<file path="config.mk">
export PLATFORM = sky130hd
export DESIGN_NAME = gpop_port
export DESIGN_NICKNAME = d
export VERILOG_FILES = /design/src/gpop_pkg.sv /design/src/gpop_pin_if.sv /design/src/gpop_pin_mux.sv /design/src/gpop_port.sv
export SDC_FILE = /design/constraint.sdc
export NUM_CORES = 1
export LEC_CHECK = 0
export BUFFER_PORTS_ARGS = -buffer_cell sky130_fd_sc_hd__buf_2
export CORE_MARGIN = 3
export CORE_UTILIZATION = 53
export DETAILED_ROUTE_END_ITERATION = 6
export PLACE_DENSITY = 0.86
export SYNTH_ARGS = -nofsm -noshare
export SYNTH_HDL_FRONTEND = slang
export SYNTH_SLANG_ARGS = --single-unit
export TNS_END_PERCENT = 10
</file>
<file path="constraint.sdc">
create_clock -name mclk -period 2.1 [get_ports mclk]
set_clock_uncertainty 0.15 [all_clocks]
set_input_delay 0.105 -clock mclk [delete_from_list [all_inputs] [get_ports mclk]]
set_output_delay 0.105 -clock mclk [all_outputs]
set_load 0.005 [all_outputs]
</file>
<file path="src/gpop_pkg.sv">
// constants, types and decode shared by the panel override gpio port
package gpop_pkg;

    // register bus geometry
    localparam int GPOP_ADDR_W = 8;
    localparam int GPOP_DATA_W = 8;
    localparam int GPOP_PIN_N = 7;

    // register offsets
    localparam logic [7:0] GPOP_OFS_PANEL_CFG = 8'h10;
    localparam logic [7:0] GPOP_OFS_PIN_DIR = 8'hA8;
    localparam logic [7:0] GPOP_OFS_INPUT_CFG = 8'hA9;
    localparam logic [7:0] GPOP_OFS_PIN_STATE = 8'hAC;
    localparam logic [7:0] GPOP_OFS_GEN_OUT = 8'hAD;

    // field positions
    localparam int GPOP_INPUT_EN_BIT = 7;
    localparam int GPOP_GEN_OUT_BIT = 7;
    localparam int GPOP_PANEL_LSB = 0;
    localparam int GPOP_PANEL_W = 2;

    // reset values
    localparam logic [7:0] GPOP_RST_BYTE = 8'h00;
    localparam logic [6:0] GPOP_RST_PINS = 7'h00;
    localparam logic [1:0] GPOP_RST_PANEL = 2'h0;

    // panel-type field codes
    localparam logic [1:0] GPOP_CODE_FIRST = 2'h3;
    localparam logic [1:0] GPOP_CODE_SECOND = 2'h2;

    // pins taken over by each special panel type
    localparam logic [6:0] GPOP_TAKE_FIRST = 7'h3F;
    localparam logic [6:0] GPOP_TAKE_SECOND = 7'h0F;

    typedef enum logic [1:0] {
        GPOP_PANEL_PLAIN,
        GPOP_PANEL_FIRST,
        GPOP_PANEL_SECOND
    } gpop_panel_t;

    // internally generated panel timing signals
    typedef struct packed {
        logic panel_drive_signal;
        logic panel_reset_signal;
        logic frame_reset_signal;
        logic start_pulse_signal;
        logic frame_polarity_signal;
        logic panel_reversal_signal;
        logic vertical_shift_clock;
        logic clock_select_signal;
        logic display_inhibit_signal;
        logic panel_power_save_signal;
    } gpop_panel_sig_t;

    // panel-type field to panel kind
    function automatic gpop_panel_t gpop_decode_panel(input logic [1:0] field);
        gpop_panel_t kind;
        kind = GPOP_PANEL_PLAIN;
        if (field == GPOP_CODE_FIRST) begin
            kind = GPOP_PANEL_FIRST;
        end else if (field == GPOP_CODE_SECOND) begin
            kind = GPOP_PANEL_SECOND;
        end
        return kind;
    endfunction : gpop_decode_panel

    // which pins a panel kind takes away from software
    function automatic logic [6:0] gpop_taken_pins(input gpop_panel_t kind);
        logic [6:0] mask;
        mask = GPOP_RST_PINS;
        if (kind == GPOP_PANEL_FIRST) begin
            mask = GPOP_TAKE_FIRST;
        end else if (kind == GPOP_PANEL_SECOND) begin
            mask = GPOP_TAKE_SECOND;
        end
        return mask;
    endfunction : gpop_taken_pins

endpackage : gpop_pkg

</file>
<file path="src/gpop_pin_if.sv">
// carrier between the register side and the pin multiplexer
interface gpop_pin_if;
    import gpop_pkg::*;

    logic [6:0] dir;
    logic [6:0] data;
    gpop_panel_t panel;
    gpop_panel_sig_t sig;
    logic [6:0] pin_out;
    logic [6:0] pin_oe;
    logic [6:0] taken;

    modport ctrl (
        output dir,
        output data,
        output panel,
        output sig,
        input pin_out,
        input pin_oe,
        input taken
    );

    modport mux (
        input dir,
        input data,
        input panel,
        input sig,
        output pin_out,
        output pin_oe,
        output taken
    );
endinterface : gpop_pin_if

</file>
<file path="src/gpop_pin_mux.sv">
// per-pin choice between software data and panel timing signals
module gpop_pin_mux (
    gpop_pin_if.mux pins
);
    import gpop_pkg::*;

    logic [6:0] auto_level;

    // panel signals placed on their pins per panel kind
    always_comb begin
        auto_level = GPOP_RST_PINS;
        unique case (pins.panel)
            GPOP_PANEL_FIRST: begin
                auto_level[0] = pins.sig.display_inhibit_signal;
                auto_level[1] = pins.sig.vertical_shift_clock;
                auto_level[2] = pins.sig.frame_polarity_signal;
                auto_level[3] = pins.sig.frame_reset_signal;
                auto_level[4] = pins.sig.panel_reset_signal;
                auto_level[5] = pins.sig.panel_drive_signal;
            end
            GPOP_PANEL_SECOND: begin
                auto_level[0] = pins.sig.panel_power_save_signal;
                auto_level[1] = pins.sig.clock_select_signal;
                auto_level[2] = pins.sig.panel_reversal_signal;
                auto_level[3] = pins.sig.start_pulse_signal;
            end
            GPOP_PANEL_PLAIN: begin
                auto_level = GPOP_RST_PINS;
            end
        endcase
    end

    assign pins.taken = gpop_taken_pins(pins.panel);

    // taken pins always drive; others obey their direction bit
    for (genvar i = 0; i < 7; i++) begin : g_pin
        assign pins.pin_out[i] = pins.taken[i] ? auto_level[i] : pins.data[i];
        assign pins.pin_oe[i] = pins.taken[i] | pins.dir[i];
    end
endmodule : gpop_pin_mux

</file>
<file path="src/gpop_port.sv">
// gpio port of an lcd controller whose pins may be taken over by panel timing
// register map, byte offsets on the host bus
// 10h: panel-type field in bits 1:0
// a8h: direction, a set bit makes the pin an output
// a9h: input enable in bit 7
// ach: pin state, written data, panel levels on claimed pins, or sampled levels
// adh: dedicated output level in bit 7
// reserved bits read zero and ignore writes
// unmapped offsets read zero and drop writes
//
// pin ownership
// a pin belongs to software unless the panel type claims it
// claimed pins always drive, whatever their direction bit says
// writes to a claimed pin's state bit stay out of the store
// the stored bit comes back once the panel type lets go
//
// timing
// register writes land on the strobe edge
// pin drive follows one edge later through the drive registers
// panel timing inputs reach the pins one edge late as well
// the dedicated output follows its register with no extra edge
// read data stands one cycle after the read strobe, else zero
//
// reset
// every register clears, so all pins start as undriven inputs
// the panel field starts at plain, so no pin is claimed
// input enable starts clear, so input pins read zero
//
// hazards
// a panel type change hands pins over on a single edge
// the board must not drive a claimed pin, or the two fight
// set data before direction, or a newly enabled pin shows
// its old level for a cycle
//
// limitations
// pin count is fixed at seven by the panel signal placement
// input levels are taken as already synchronous to mclk
// reads of a driven pin return the drive level, not the wire
//
// Strobed register access is this design's own decision.
module gpop_port #(
    parameter int PIN_N = gpop_pkg::GPOP_PIN_N
) (
    input wire logic mclk,
    input wire logic rst,
    input wire logic [gpop_pkg::GPOP_ADDR_W-1:0] reg_addr,
    input wire logic [gpop_pkg::GPOP_DATA_W-1:0] reg_wdata,
    input wire logic reg_wr,
    input wire logic reg_rd,
    output logic [gpop_pkg::GPOP_DATA_W-1:0] reg_rdata,
    input wire logic [6:0] gpio_in,
    output logic [6:0] gpio_out,
    output logic [6:0] gpio_oe,
    output logic dedicated_output_pin,
    input wire logic panel_drive_signal,
    input wire logic panel_reset_signal,
    input wire logic frame_reset_signal,
    input wire logic start_pulse_signal,
    input wire logic frame_polarity_signal,
    input wire logic panel_reversal_signal,
    input wire logic vertical_shift_clock,
    input wire logic clock_select_signal,
    input wire logic display_inhibit_signal,
    input wire logic panel_power_save_signal
);
    import gpop_pkg::*;

    // pin map is fixed by the panel signal placement
    if (PIN_N != 7) begin : g_bad_pin_n
        $error("gpop_port supports exactly seven gpio pins");
    end

    // the register map assumes a byte-wide address
    if (GPOP_ADDR_W != 8) begin : g_bad_addr_w
        $error("gpop_port needs an eight bit register address");
    end

    // and a byte-wide data path
    if (GPOP_DATA_W != 8) begin : g_bad_data_w
        $error("gpop_port needs an eight bit register data path");
    end

    // input enable must sit inside the data byte
    if (GPOP_INPUT_EN_BIT >= GPOP_DATA_W) begin : g_bad_en_bit
        $error("gpop_port input enable bit lies outside the byte");
    end

    // so must the dedicated output bit
    if (GPOP_GEN_OUT_BIT >= GPOP_DATA_W) begin : g_bad_out_bit
        $error("gpop_port dedicated output bit lies outside the byte");
    end

    // the panel field must fit in the byte
    if (GPOP_PANEL_LSB + GPOP_PANEL_W > GPOP_DATA_W) begin : g_bad_field
        $error("gpop_port panel field lies outside the byte");
    end

    // the two special codes must differ, and reset must claim no pin
    if (GPOP_CODE_FIRST == GPOP_CODE_SECOND || GPOP_RST_PANEL == GPOP_CODE_FIRST
        || GPOP_RST_PANEL == GPOP_CODE_SECOND) begin : g_bad_codes
        $error("gpop_port panel codes clash");
    end

    // a shared offset would make the register decode ambiguous
    if (GPOP_OFS_PANEL_CFG == GPOP_OFS_PIN_DIR || GPOP_OFS_PIN_DIR == GPOP_OFS_INPUT_CFG
        || GPOP_OFS_INPUT_CFG == GPOP_OFS_PIN_STATE || GPOP_OFS_PIN_STATE == GPOP_OFS_GEN_OUT
        || GPOP_OFS_PANEL_CFG == GPOP_OFS_INPUT_CFG || GPOP_OFS_PANEL_CFG == GPOP_OFS_PIN_STATE
        || GPOP_OFS_PANEL_CFG == GPOP_OFS_GEN_OUT || GPOP_OFS_PIN_DIR == GPOP_OFS_PIN_STATE
        || GPOP_OFS_PIN_DIR == GPOP_OFS_GEN_OUT
        || GPOP_OFS_INPUT_CFG == GPOP_OFS_GEN_OUT) begin : g_bad_offsets
        $error("gpop_port register offsets must differ");
    end

    // software-visible state
    logic [6:0] pin_dir_reg;
    logic [6:0] pin_dir_next;
    logic [6:0] pin_data_reg;
    logic [6:0] pin_data_next;
    logic input_en_reg;
    logic input_en_next;
    logic gen_out_reg;
    logic gen_out_next;
    logic [1:0] panel_field_reg;
    logic [1:0] panel_field_next;

    // read port state
    logic [7:0] rdata_reg;
    logic [7:0] rdata_next;

    // registered pin drive
    logic [6:0] gpio_out_reg;
    logic [6:0] gpio_out_next;
    logic [6:0] gpio_oe_reg;
    logic [6:0] gpio_oe_next;

    // decoded panel kind and readback helpers
    gpop_panel_t panel_kind;
    logic [6:0] pin_read;
    logic [6:0] pin_in_gated;

    // bundle shared with the pin multiplexer
    gpop_pin_if pins ();

    // panel kind decoded once, shared with the multiplexer
    assign panel_kind = gpop_decode_panel(panel_field_reg);

    // register state and panel levels into the bundle
    assign pins.dir = pin_dir_reg;
    assign pins.data = pin_data_reg;
    assign pins.panel = panel_kind;
    assign pins.sig.panel_drive_signal = panel_drive_signal;
    assign pins.sig.panel_reset_signal = panel_reset_signal;
    assign pins.sig.frame_reset_signal = frame_reset_signal;
    assign pins.sig.start_pulse_signal = start_pulse_signal;
    assign pins.sig.frame_polarity_signal = frame_polarity_signal;
    assign pins.sig.panel_reversal_signal = panel_reversal_signal;
    assign pins.sig.vertical_shift_clock = vertical_shift_clock;
    assign pins.sig.clock_select_signal = clock_select_signal;
    assign pins.sig.display_inhibit_signal = display_inhibit_signal;
    assign pins.sig.panel_power_save_signal = panel_power_save_signal;

    gpop_pin_mux u_pin_mux (
        .pins(pins.mux)
    );

    // register writes; taken pins keep their stored bit
    always_comb begin
        pin_dir_next = pin_dir_reg;
        pin_data_next = pin_data_reg;
        input_en_next = input_en_reg;
        gen_out_next = gen_out_reg;
        panel_field_next = panel_field_reg;
        if (reg_wr) begin
            unique case (reg_addr)
                GPOP_OFS_PIN_DIR: begin
                    pin_dir_next = reg_wdata[6:0];
                end
                GPOP_OFS_INPUT_CFG: begin
                    input_en_next = reg_wdata[GPOP_INPUT_EN_BIT];
                end
                GPOP_OFS_PIN_STATE: begin
                    // a write lands only where software still owns the pin
                    pin_data_next = (pin_data_reg & pins.taken)
                        | (reg_wdata[6:0] & ~pins.taken);
                end
                GPOP_OFS_GEN_OUT: begin
                    gen_out_next = reg_wdata[GPOP_GEN_OUT_BIT];
                end
                GPOP_OFS_PANEL_CFG: begin
                    panel_field_next = reg_wdata[GPOP_PANEL_LSB +: GPOP_PANEL_W];
                end
                default: begin
                    // unmapped writes are dropped
                    pin_dir_next = pin_dir_reg;
                end
            endcase
        end
    end

    // control registers
    always_ff @(posedge mclk or posedge rst) begin
        if (rst) begin
            pin_dir_reg <= GPOP_RST_PINS;
            pin_data_reg <= GPOP_RST_PINS;
            input_en_reg <= 1'b0;
            gen_out_reg <= 1'b0;
            panel_field_reg <= GPOP_RST_PANEL;
        end else begin
            pin_dir_reg <= pin_dir_next;
            pin_data_reg <= pin_data_next;
            input_en_reg <= input_en_next;
            gen_out_reg <= gen_out_next;
            panel_field_reg <= panel_field_next;
        end
    end

    // input function is dead until software enables it
    assign pin_in_gated = input_en_reg ? gpio_in : GPOP_RST_PINS;

    // per-pin readback: driven level for taken and output pins, else the pin
    for (genvar i = 0; i < 7; i++) begin : g_read
        assign pin_read[i] = gpio_oe_reg[i] ? gpio_out_reg[i]
            : pin_in_gated[i];
    end

    // read data is formed from the address and shown one cycle later
    always_comb begin
        rdata_next = GPOP_RST_BYTE;
        if (reg_rd) begin
            unique case (reg_addr)
                GPOP_OFS_PIN_DIR: begin
                    rdata_next[6:0] = pin_dir_reg;
                end
                GPOP_OFS_INPUT_CFG: begin
                    rdata_next[GPOP_INPUT_EN_BIT] = input_en_reg;
                end
                GPOP_OFS_PIN_STATE: begin
                    rdata_next[6:0] = pin_read;
                end
                GPOP_OFS_GEN_OUT: begin
                    rdata_next[GPOP_GEN_OUT_BIT] = gen_out_reg;
                end
                GPOP_OFS_PANEL_CFG: begin
                    rdata_next[GPOP_PANEL_LSB +: GPOP_PANEL_W] = panel_field_reg;
                end
                default: begin
                    // unmapped reads return zero
                    rdata_next = GPOP_RST_BYTE;
                end
            endcase
        end
    end

    // read data holds only in the cycle after the strobe
    always_ff @(posedge mclk or posedge rst) begin
        if (rst) begin
            rdata_reg <= GPOP_RST_BYTE;
        end else begin
            rdata_reg <= rdata_next;
        end
    end

    // pin drive from the multiplexer, registered to keep pins glitch free
    always_comb begin
        gpio_out_next = pins.pin_out;
        gpio_oe_next = pins.pin_oe;
    end

    // pin drive registers; all pins are inputs out of reset
    always_ff @(posedge mclk or posedge rst) begin
        if (rst) begin
            gpio_out_reg <= GPOP_RST_PINS;
            gpio_oe_reg <= GPOP_RST_PINS;
        end else begin
            gpio_out_reg <= gpio_out_next;
            gpio_oe_reg <= gpio_oe_next;
        end
    end

    // outputs straight from flip-flops
    assign reg_rdata = rdata_reg;
    assign gpio_out = gpio_out_reg;
    assign gpio_oe = gpio_oe_reg;
    assign dedicated_output_pin = gen_out_reg;
endmodule : gpop_port

</file>
* Word level (Yosys, flattened, before mapping)
Cells that the tools add are included. W data, S select, Z words.
Operators by class: add/subtract/negate cells 0, multiply operators 0, divide/modulo/power cells 0, $lt $le $gt $ge 0, equal/unequal tests 9, shift-type cells 0, multiplexer cells 25, bitwise gates (word level) 11, reduce and logical (&&, ||, !) cells 6
Operators by type and width (count):
- $eq A8 B8 Y1 const B | 4
- $and A7 B7 Y7 | 2
- $mux W1 | 14
- $mux W7 | 2
- $pmux W4 S3 | 1
- $pmux W5 S2 | 1
- $reduce_and A2 Y1 | 5
- $eq A8 B5 Y1 const B | 1
- $mux W8 | 1
- $not A7 Y7 | 1
- $or A1 B1 Y1 | 7
- $or A7 B7 Y7 | 1
- $eq A2 B2 Y1 const B | 3
- $mux W2 | 3
- $pmux W2 S3 | 1
- $mux W4 | 1
- $eq A2 B1 Y1 const B | 1
- $logic_not A2 Y1 | 1
- $pmux W1 S2 | 1
Storage, ports and cells: flip-flop bits (word level) 40, latch bits 0, memory bits (writable) 0, bits in read-only memories 0, input port bits 37, output and inout bits 23, word-level logic and storage cells 59, memories 0

* Longest topological paths before layout
Gate-level depths: netlist (run 1).
depth after elaboration 9, gate-level depth with buffers 5, depth with buffers taken out 4

* Hierarchy
Synthesis (run 1) repeated with hierarchy kept, for this count alone.
Unflattened totals: cells, all modules 170, area, all modules 1881.8 sq um
By module, submodules not included:
- gpop_port | instances 1, cells an instance 131, area each 1614.0 sq um, sequential area each 1001.0 sq um
- gpop_pin_mux | instances 1, cells an instance 39, area each 267.8 sq um, sequential area each 0.0 sq um

* Least setup slack after synthesis (run 1)
No wires, ideal clock.
kind input -> register, start point in reg_addr[6] (netlist name), end point reg pin_dir_reg[0], setup time 125 ps, data arrival time 1217 ps, required time 1825 ps, slack 607 ps, cell stages on the path 5, path buffers 1, cells stage by stage and3b_1 > buf_6 > nand2_4 > nor3b_4 > mux2_4
Between the ends: word-level cells in the longest chain between the ends 2
RTL lines:
- from (decl) | RTL line gpop_port.sv:46 | input wire logic [gpop_pkg::GPOP_ADDR_W-1:0] reg_addr,
- $eq A8 B8 Y1 | RTL line gpop_port.sv:174 | unique case (reg_addr)
- $reduce_and A2 Y1 (no source line)
- to (signal assigned) | RTL line gpop_port.sv:209 | pin_dir_reg <= pin_dir_next;
- to (decl) | RTL line gpop_port.sv:115 | logic [6:0] pin_dir_reg;
Every way passes these cells. A chain may end at the register's enable or synchronous reset.

==> results of run 1 <==
## cell usage in the layout, fill, tap and decap left out, types with 2 or more instances in the layout
cell | netlist | layout
clkbuf_1 | 4 | 2
mux2i_1 | 5 | 5
mux2_1 | 2 | 2
a21oi_1 | 7 | 7
buf_4 | 0 | 3
buf_2 | 1 | 59
o21ai_0 | 5 | 5
mux2_4 | 7 | 7
nor2_1 | 10 | 9
o211ai_1 | 7 | 7
and3b_1 | 2 | 2
clkbuf_4 | 0 | 5
mux2_2 | 11 | 11
nand2_1 | 18 | 18
dlygate4sd3_1 | 0 | 27
o2111ai_1 | 2 | 2
nand2b_1 | 3 | 3
dfrtp_1 | 40 | 40
or2_2 | 5 | 5
## routing by layer
layer / wire, um / up-vias
met2: 2160 / 53
li1: - / 677
met3: 191 / 10
met1: 1610 / 688
met5: 0 / -
met4: 88 / 0
## per-stage QoR
step | util, % | hold WS, ps | instances | instance area, um2 | power, mW
floorplan | - | 86.7 | 142 | 1740 | 0.923
global route | 77.9 | 30.3 | 277 | 2420 | 1.47
global placement | 67.2 | 77.2 | 242 | 2080 | 0.995
CTS | 77.8 | 10.5 | 277 | 2410 | 1.42
finish | 77.9 | 20.9 | 277 | 2420 | 1.42
detailed placement | 67.2 | 98.3 | 242 | 2080 | 1.00
## path summary, 6_finish.rpt
kind                                    start            endpoint  slack (ps)  depth (start not counted)
setup / recovery                  reg_addr[0]                flop          90                          6
setup reg to reg           panel_field_reg[0]         gpio_out[1]         360                          3
hold reg to reg               pin_data_reg[6]         gpio_out[6]         270                          0
min in group asynchronous                 rst        reg_rdata[4]         270                          4
max in group asynchronous                 rst         gpio_out[3]        1190                          4
hold / removal                    reg_addr[6]  panel_field_reg[1]          20                          4
## cell families after synthesis
| kind of cell | Yosys count |
|---|---|
| AO/OA/AOI/OAI | 21 |
| buffers and inverters | 7 |
| flip-flops | 40 |
| multiplexers | 25 |
| AND/OR/NAND/NOR | 49 |
## repair_timing
item                                    4_1_cts  5_1_grt
hold buffers                                 27        0
hold endpoints to repair                     70        0
endpoints found under the setup margin        0        1
resized for setup                             0        1
setup buffers                                 0        0
## worst min-delay path, cell delays in order
cell and delay (ps):
buf_2 90, nor3_2 50, nand2_1 90, mux2_1 130
## power breakdown
part,internal [mW],switching (mW)
logic,0.112,0.0757
registers,0.806,0.0325
clock network,0.166,0.224
## layout make-up
cell class	instances	share of cell area, %
Multi-Input combinational cell	95	29.4
Tap cell	44	2.28
Sequential cell	40	41.4
Inverter	1	0.155
Timing Repair Buffer	89	24.3
Clock buffer	8	2.43
==> results_dict.tcl, run 1 <==
set metrics [dict create \
    fin_ws_ps 89.0 \
    syn2layout_area_growth_pct 38.6 \
    synth_top_family_by_area "multiplexers" \
    grt_max_degree 41 \
    yosys.area_share.xor_xnor_pct 0 \
    clk_path_buf_depth 2 \
    synthTopCellsByArea "dfrtp_1 57%, mux2_2 7.1%, mux2_4 6.0%, nand2_1 3.9%, o211ai_1 3.0%" \
    gr-usage-met2_pct 39.5 \
    drc_errors 0 \
    critPathMaxStageDelay_ps 550 \
    path_buf_inv 2 \
    io_buffers 59 \
    hold_violations 0 \
    worst-slew-pin-transition_ps 545 \
    synthCells 142 \
    synth_most_common_cell "dfrtp_1" \
    cp_slowest_cell "dlygate4sd3_1" \
    cellPowerDensity_nw_per_um2 586 \
    core_um2 3100 \
    hold_class "primary input to flop" \
    yosysUniqueCellTypes 29 \
    dp_slack_ps 271 \
    grtUsageTotal_pct 22.3 \
    drt_iter0_markers 46 \
    path_cells "dlygate4sd3_1 > buf_2 > nor3b_1 > nand4_1 > a21oi_1 > mux2_2" \
    slew_headroom_pct 63.7 \
    synth_area_um2 1740 \
    post_drt_via_cell_ratio 5.16 \
    nNetsFinal 269 \
    numCtsBuffers 5 \
    cts_tree "built" \
    cap_violations 0 \
    drtPass1Iterations 5 \
    status "completed" \
    n_antenna_cell 0 \
    nFillCells 203 \
    rows 20 \
    synth_compound_area_share_pct 7.47 \
    yosysWarnings 0 \
    clkSinkCount 40 \
    antenna_left 0 \
    avgRoutedWirePerCell_um 14.6 \
    syn_nets 179 \
    rsz0062_at_grt "no" \
    netlist.area_leader.share_pct 57.4 \
    grt.met1_usage_pct 25.9 \
    power.leakage_nw 1.26 \
    dp_hpwl_um 2680 \
    ios 60 \
    die_x_um 63.3 \
    critPathKind "primary input to flop" \
    htree_levels 2 \
    slew_viol_final 0 \
    synth_top_area_cell "dfrtp_1" \
    min_period_over_period_pct 95.8 \
    final.min_clock_period_ps 2010 \
    worstPathArrival_ps 2070 \
    clk_latency_ps 320 \
    drive_gt1_share_pct 41.2 \
    synthSimpleGateAreaFrac_pct 15.8 \
    ys_ff_latch 40 \
    busiest_layer "met2" \
    fmax_mhz 497 \
    grtUsageMet3_pct 4.99 \
    setup_tns_ps 0 \
    register_area_um2 1000 \
    synth.avg_cell_area_um2 12.3 \
    async_flop_share_pct 100 \
    critPathCaptureType "flop" \
    ir_drop_uv 466 \
    cpLargestDelayFamily "buffers and inverters" \
    multiInputGateArea_um2 709 \
    yosys-top-cells-count "40 x dfrtp_1, 18 x nand2_1, 11 x mux2_2" \
    start_kind "primary input" \
    die_y_um 63.3 \
    clk_pin_slew_ps 110 \
    dieArea_um2 4010 \
    finalSetupViolCount 0 \
    start_util_pct 56.2 \
    clock-root-buffer "clkbuf_4" \
    gr-total-overflow 0 \
    vias 1428 \
    drt-total-wl_um 4060 \
    grt_pass1_wl_um 7000 \
    synth.area.mux_share_pct 17.3 \
    first_global_vias 1561 \
    gp_congestion 0.820 \
    required_ps 2160 \
    synthAdderAreaFrac_pct 0 \
    yosysSeqAreaShare_pct 57.4 \
    synth_top_flop_cell "dfrtp_1" \
    synth_edf_count 0 \
    crit_path_max_fanout 4 \
    antenna_found_initial 0 \
]
(Power assumes the default switching activity.)
==> inputs of run 2 (changes only) <==
--- a/config.mk
+++ b/config.mk
@@ -5,11 +5,12 @@
 export SDC_FILE = /design/constraint.sdc
 export NUM_CORES = 1
 export LEC_CHECK = 0
+export ABC_AREA = 1
 export BUFFER_PORTS_ARGS = -buffer_cell sky130_fd_sc_hd__buf_2
 export CORE_MARGIN = 3
-export CORE_UTILIZATION = 53
+export CORE_UTILIZATION = 50
 export DETAILED_ROUTE_END_ITERATION = 6
-export PLACE_DENSITY = 0.86
+export PLACE_DENSITY = 0.81
 export SYNTH_ARGS = -nofsm -noshare
 export SYNTH_HDL_FRONTEND = slang
 export SYNTH_SLANG_ARGS = --single-unit
==> constraint.sdc (replaced) <==
create_clock -name mclk -period 2.17 [get_ports mclk]
set_clock_uncertainty 0.15 [all_clocks]
set_input_delay 0.1085 -clock mclk [delete_from_list [all_inputs] [get_ports mclk]]
set_output_delay 0.1085 -clock mclk [all_outputs]
set_load 0.005 [all_outputs]
==> results_dict.tcl, run 2 <==
set metrics [dict create \
    gr-total-overflow 0 \
    clk_path_buf_depth 2 \
    utilization_pct 72.9 \
    fmax_mhz 531 \
    final_cell_area_um2 2530 \
    dp_cells 324 \
    start_kind "flop" \
    stdcell_count 353 \
    regToRegStartpoint "panel_field_reg[1]" \
    syn_nets 260 \
    async_flop_share_pct 100 \
    r2r_cells 5 \
    worstHoldPathCells 5 \
    synth_area_um2 1870 \
    netlist.area_leader.share_pct 53.4 \
    drt-total-wl_um 4120 \
    synth_top_area_cell "dfrtp_1" \
    slew_viol_final 0 \
    status "completed" \
    start_util_pct 54.0 \
    min_to "reg_rdata[5]" \
    fin_ws_ps 286 \
    r2r_slack_ps 290 \
    grtUsageTotal_pct 20.5 \
    critPathKind "flop to flop" \
    r2r-end "gpio_out[0]" \
    grt_pass1_wl_um 6910 \
    syn2layout_area_growth_pct 35.0 \
    yosysUniqueCellTypes 18 \
    clk_pin_slew_ps 80 \
    core_um2 3470 \
    most-common-layout-cells "78 x nand2_1, 59 x buf_2, 40 x dfrtp_1" \
    ios 60 \
    dieArea_um2 4520 \
    post_drt_via_cell_ratio 4.77 \
    hold_violations 0 \
    drt_iter0_markers 104 \
    route.met2.wl_um 2080 \
    hp-start "gpio_in[5]" \
    cts_setup_buffers 0 \
    setup_tns_ps 0 \
    drc_errors 0 \
    routed.top_layer "met4" \
    clkSinkCount 40 \
    htree_levels 2 \
    synthTopCellsByArea "dfrtp_1 53%, nand2_1 16%, nand3_1 8.8%, inv_1 4.0%, nor2_8 3.2%" \
    die_y_um 67.2 \
    synth_most_common_cell "nand2_1" \
    clk_latency_ps 290 \
    io_buffers 59 \
    nFillCells 271 \
    antenna_left 0 \
    rows 21 \
    yosysSeqAreaShare_pct 53.4 \
    final.min_clock_period_ps 1880 \
    numCtsBuffers 5 \
    yosys-top-cells-count "78 x nand2_1, 40 x dfrtp_1, 33 x nand3_1" \
    n_antenna_cell 0 \
    synth_top_flop_cell "dfrtp_1" \
    placed_area_um2 2200 \
    synthCells 223 \
    power.leakage_nw 1.41 \
    drtPass1Iterations 4 \
    drive_gt1_share_pct 28.7 \
    dp_slack_ps 714 \
    cap_violations 0 \
    first_global_vias 1616 \
    avgRoutedWirePerCell_um 11.7 \
    wl_met1_um 1750 \
    cellPowerDensity_nw_per_um2 641 \
    synth_edf_count 0 \
    dp_hpwl_um 3040 \
    die_x_um 67.2 \
    vias 1683 \
    slew_headroom_pct 68.4 \
    clock-root-buffer "clkbuf_8" \
    hold_class "primary input to flop" \
    nNetsFinal 343 \
    layout_commonest_cell "nand2_1" \
    min_period_over_period_pct 86.8 \
    finalSetupViolCount 0 \
    ir_drop_uv 390 \
    required_ps 2190 \
    dr_wl_met3_um 214 \
    worstPathArrival_ps 1900 \
    ys_ff_latch 40 \
    rsz0062_at_grt "no" \
    crit_path_max_fanout 8 \
    grt_max_degree 41 \
    gp_congestion 0.795 \
    antenna_found_initial 0 \
    yosysWarnings 0 \
    cts_tree "built" \
    critPathCaptureType "flop" \
    synth.avg_cell_area_um2 8.40 \
    worst-slew-pin-transition_ps 475 \
]
==> run 2: layout make-up <==
class                           count  area (um2)  share of cell area (%)
Clock inverter                      2        38.8                    1.53
Sequential cell                    40        1000                    39.6
Timing Repair Buffer               81         513                    20.3
Inverter                           27         101                    4.01
Clock buffer                        6        82.6                    3.27
Multi-Input combinational cell    151         734                    29.0
Tap cell                           46        57.6                    2.28
==> run 2: per-layer routing <==
| layer | up-vias | track usage (%) |
|---|---|---|
| li1 | 866 | - |
| met1 | 757 | 25.2 |
| met2 | 52 | 36.0 |
| met3 | 8 | 3.66 |
| met4 | 0 | 7.59 |
| met5 | - | 0 |
==> run 2: critical path, cell delays in order (launching register included) <==
cell and delay, ps:
dfrtp_1 480, nand2_1 260, inv_1 170, nand2_1 90
nand3_1 60, dlygate4sd3_1 560
==> run 2: worst max-delay path by stage <==
stage,start,to,slack (ps),cells after the start
after global routing,panel_field_reg[1],gpio_out[2],130,5
final,panel_field_reg[1],gpio_out[0],290,5
after global placement,reg_addr[6],flop,780,9
after detailed placement,reg_addr[6],flop,710,9
after CTS,panel_field_reg[1],gpio_out[2],270,5
after floorplan,panel_field_reg[1],flop,970,5
==> run 2: stage by stage <==
| step | hold WS (ps) | total power, mW |
|---|---|---|
| after floorplan | 62.4 | 0.901 |
| after global placement | 88.4 | 0.976 |
| after detailed placement | 94.0 | 0.980 |
| after CTS | 26.5 | 1.63 |
| final | 22.5 | 1.62 |
| after global routing | 36.5 | 1.68 |
==> run 2: cells by family (layout without fill, tap and decap cells) <==
kind of cell	count (synthesis)	after routing	synth area share, %
buf+inv	32	116	7.35
simple gates	128	128	32.5
compound gates	23	23	6.75
flops	40	40	53.4
==> run 2: report_power, final <==
part | switching [mW] | total, mW | internal [mW] | leakage [nW]
clock | 0.249 | 0.625 | 0.376 | 0.0614
sequential | 0.0273 | 0.810 | 0.783 | 0.499
combinational | 0.0958 | 0.186 | 0.0902 | 0.849
==> run 2: timing repair <==
item,in CTS,in global routing
resized for setup,0,0
hold buffers,21,0
hold endpoints to repair,66,0
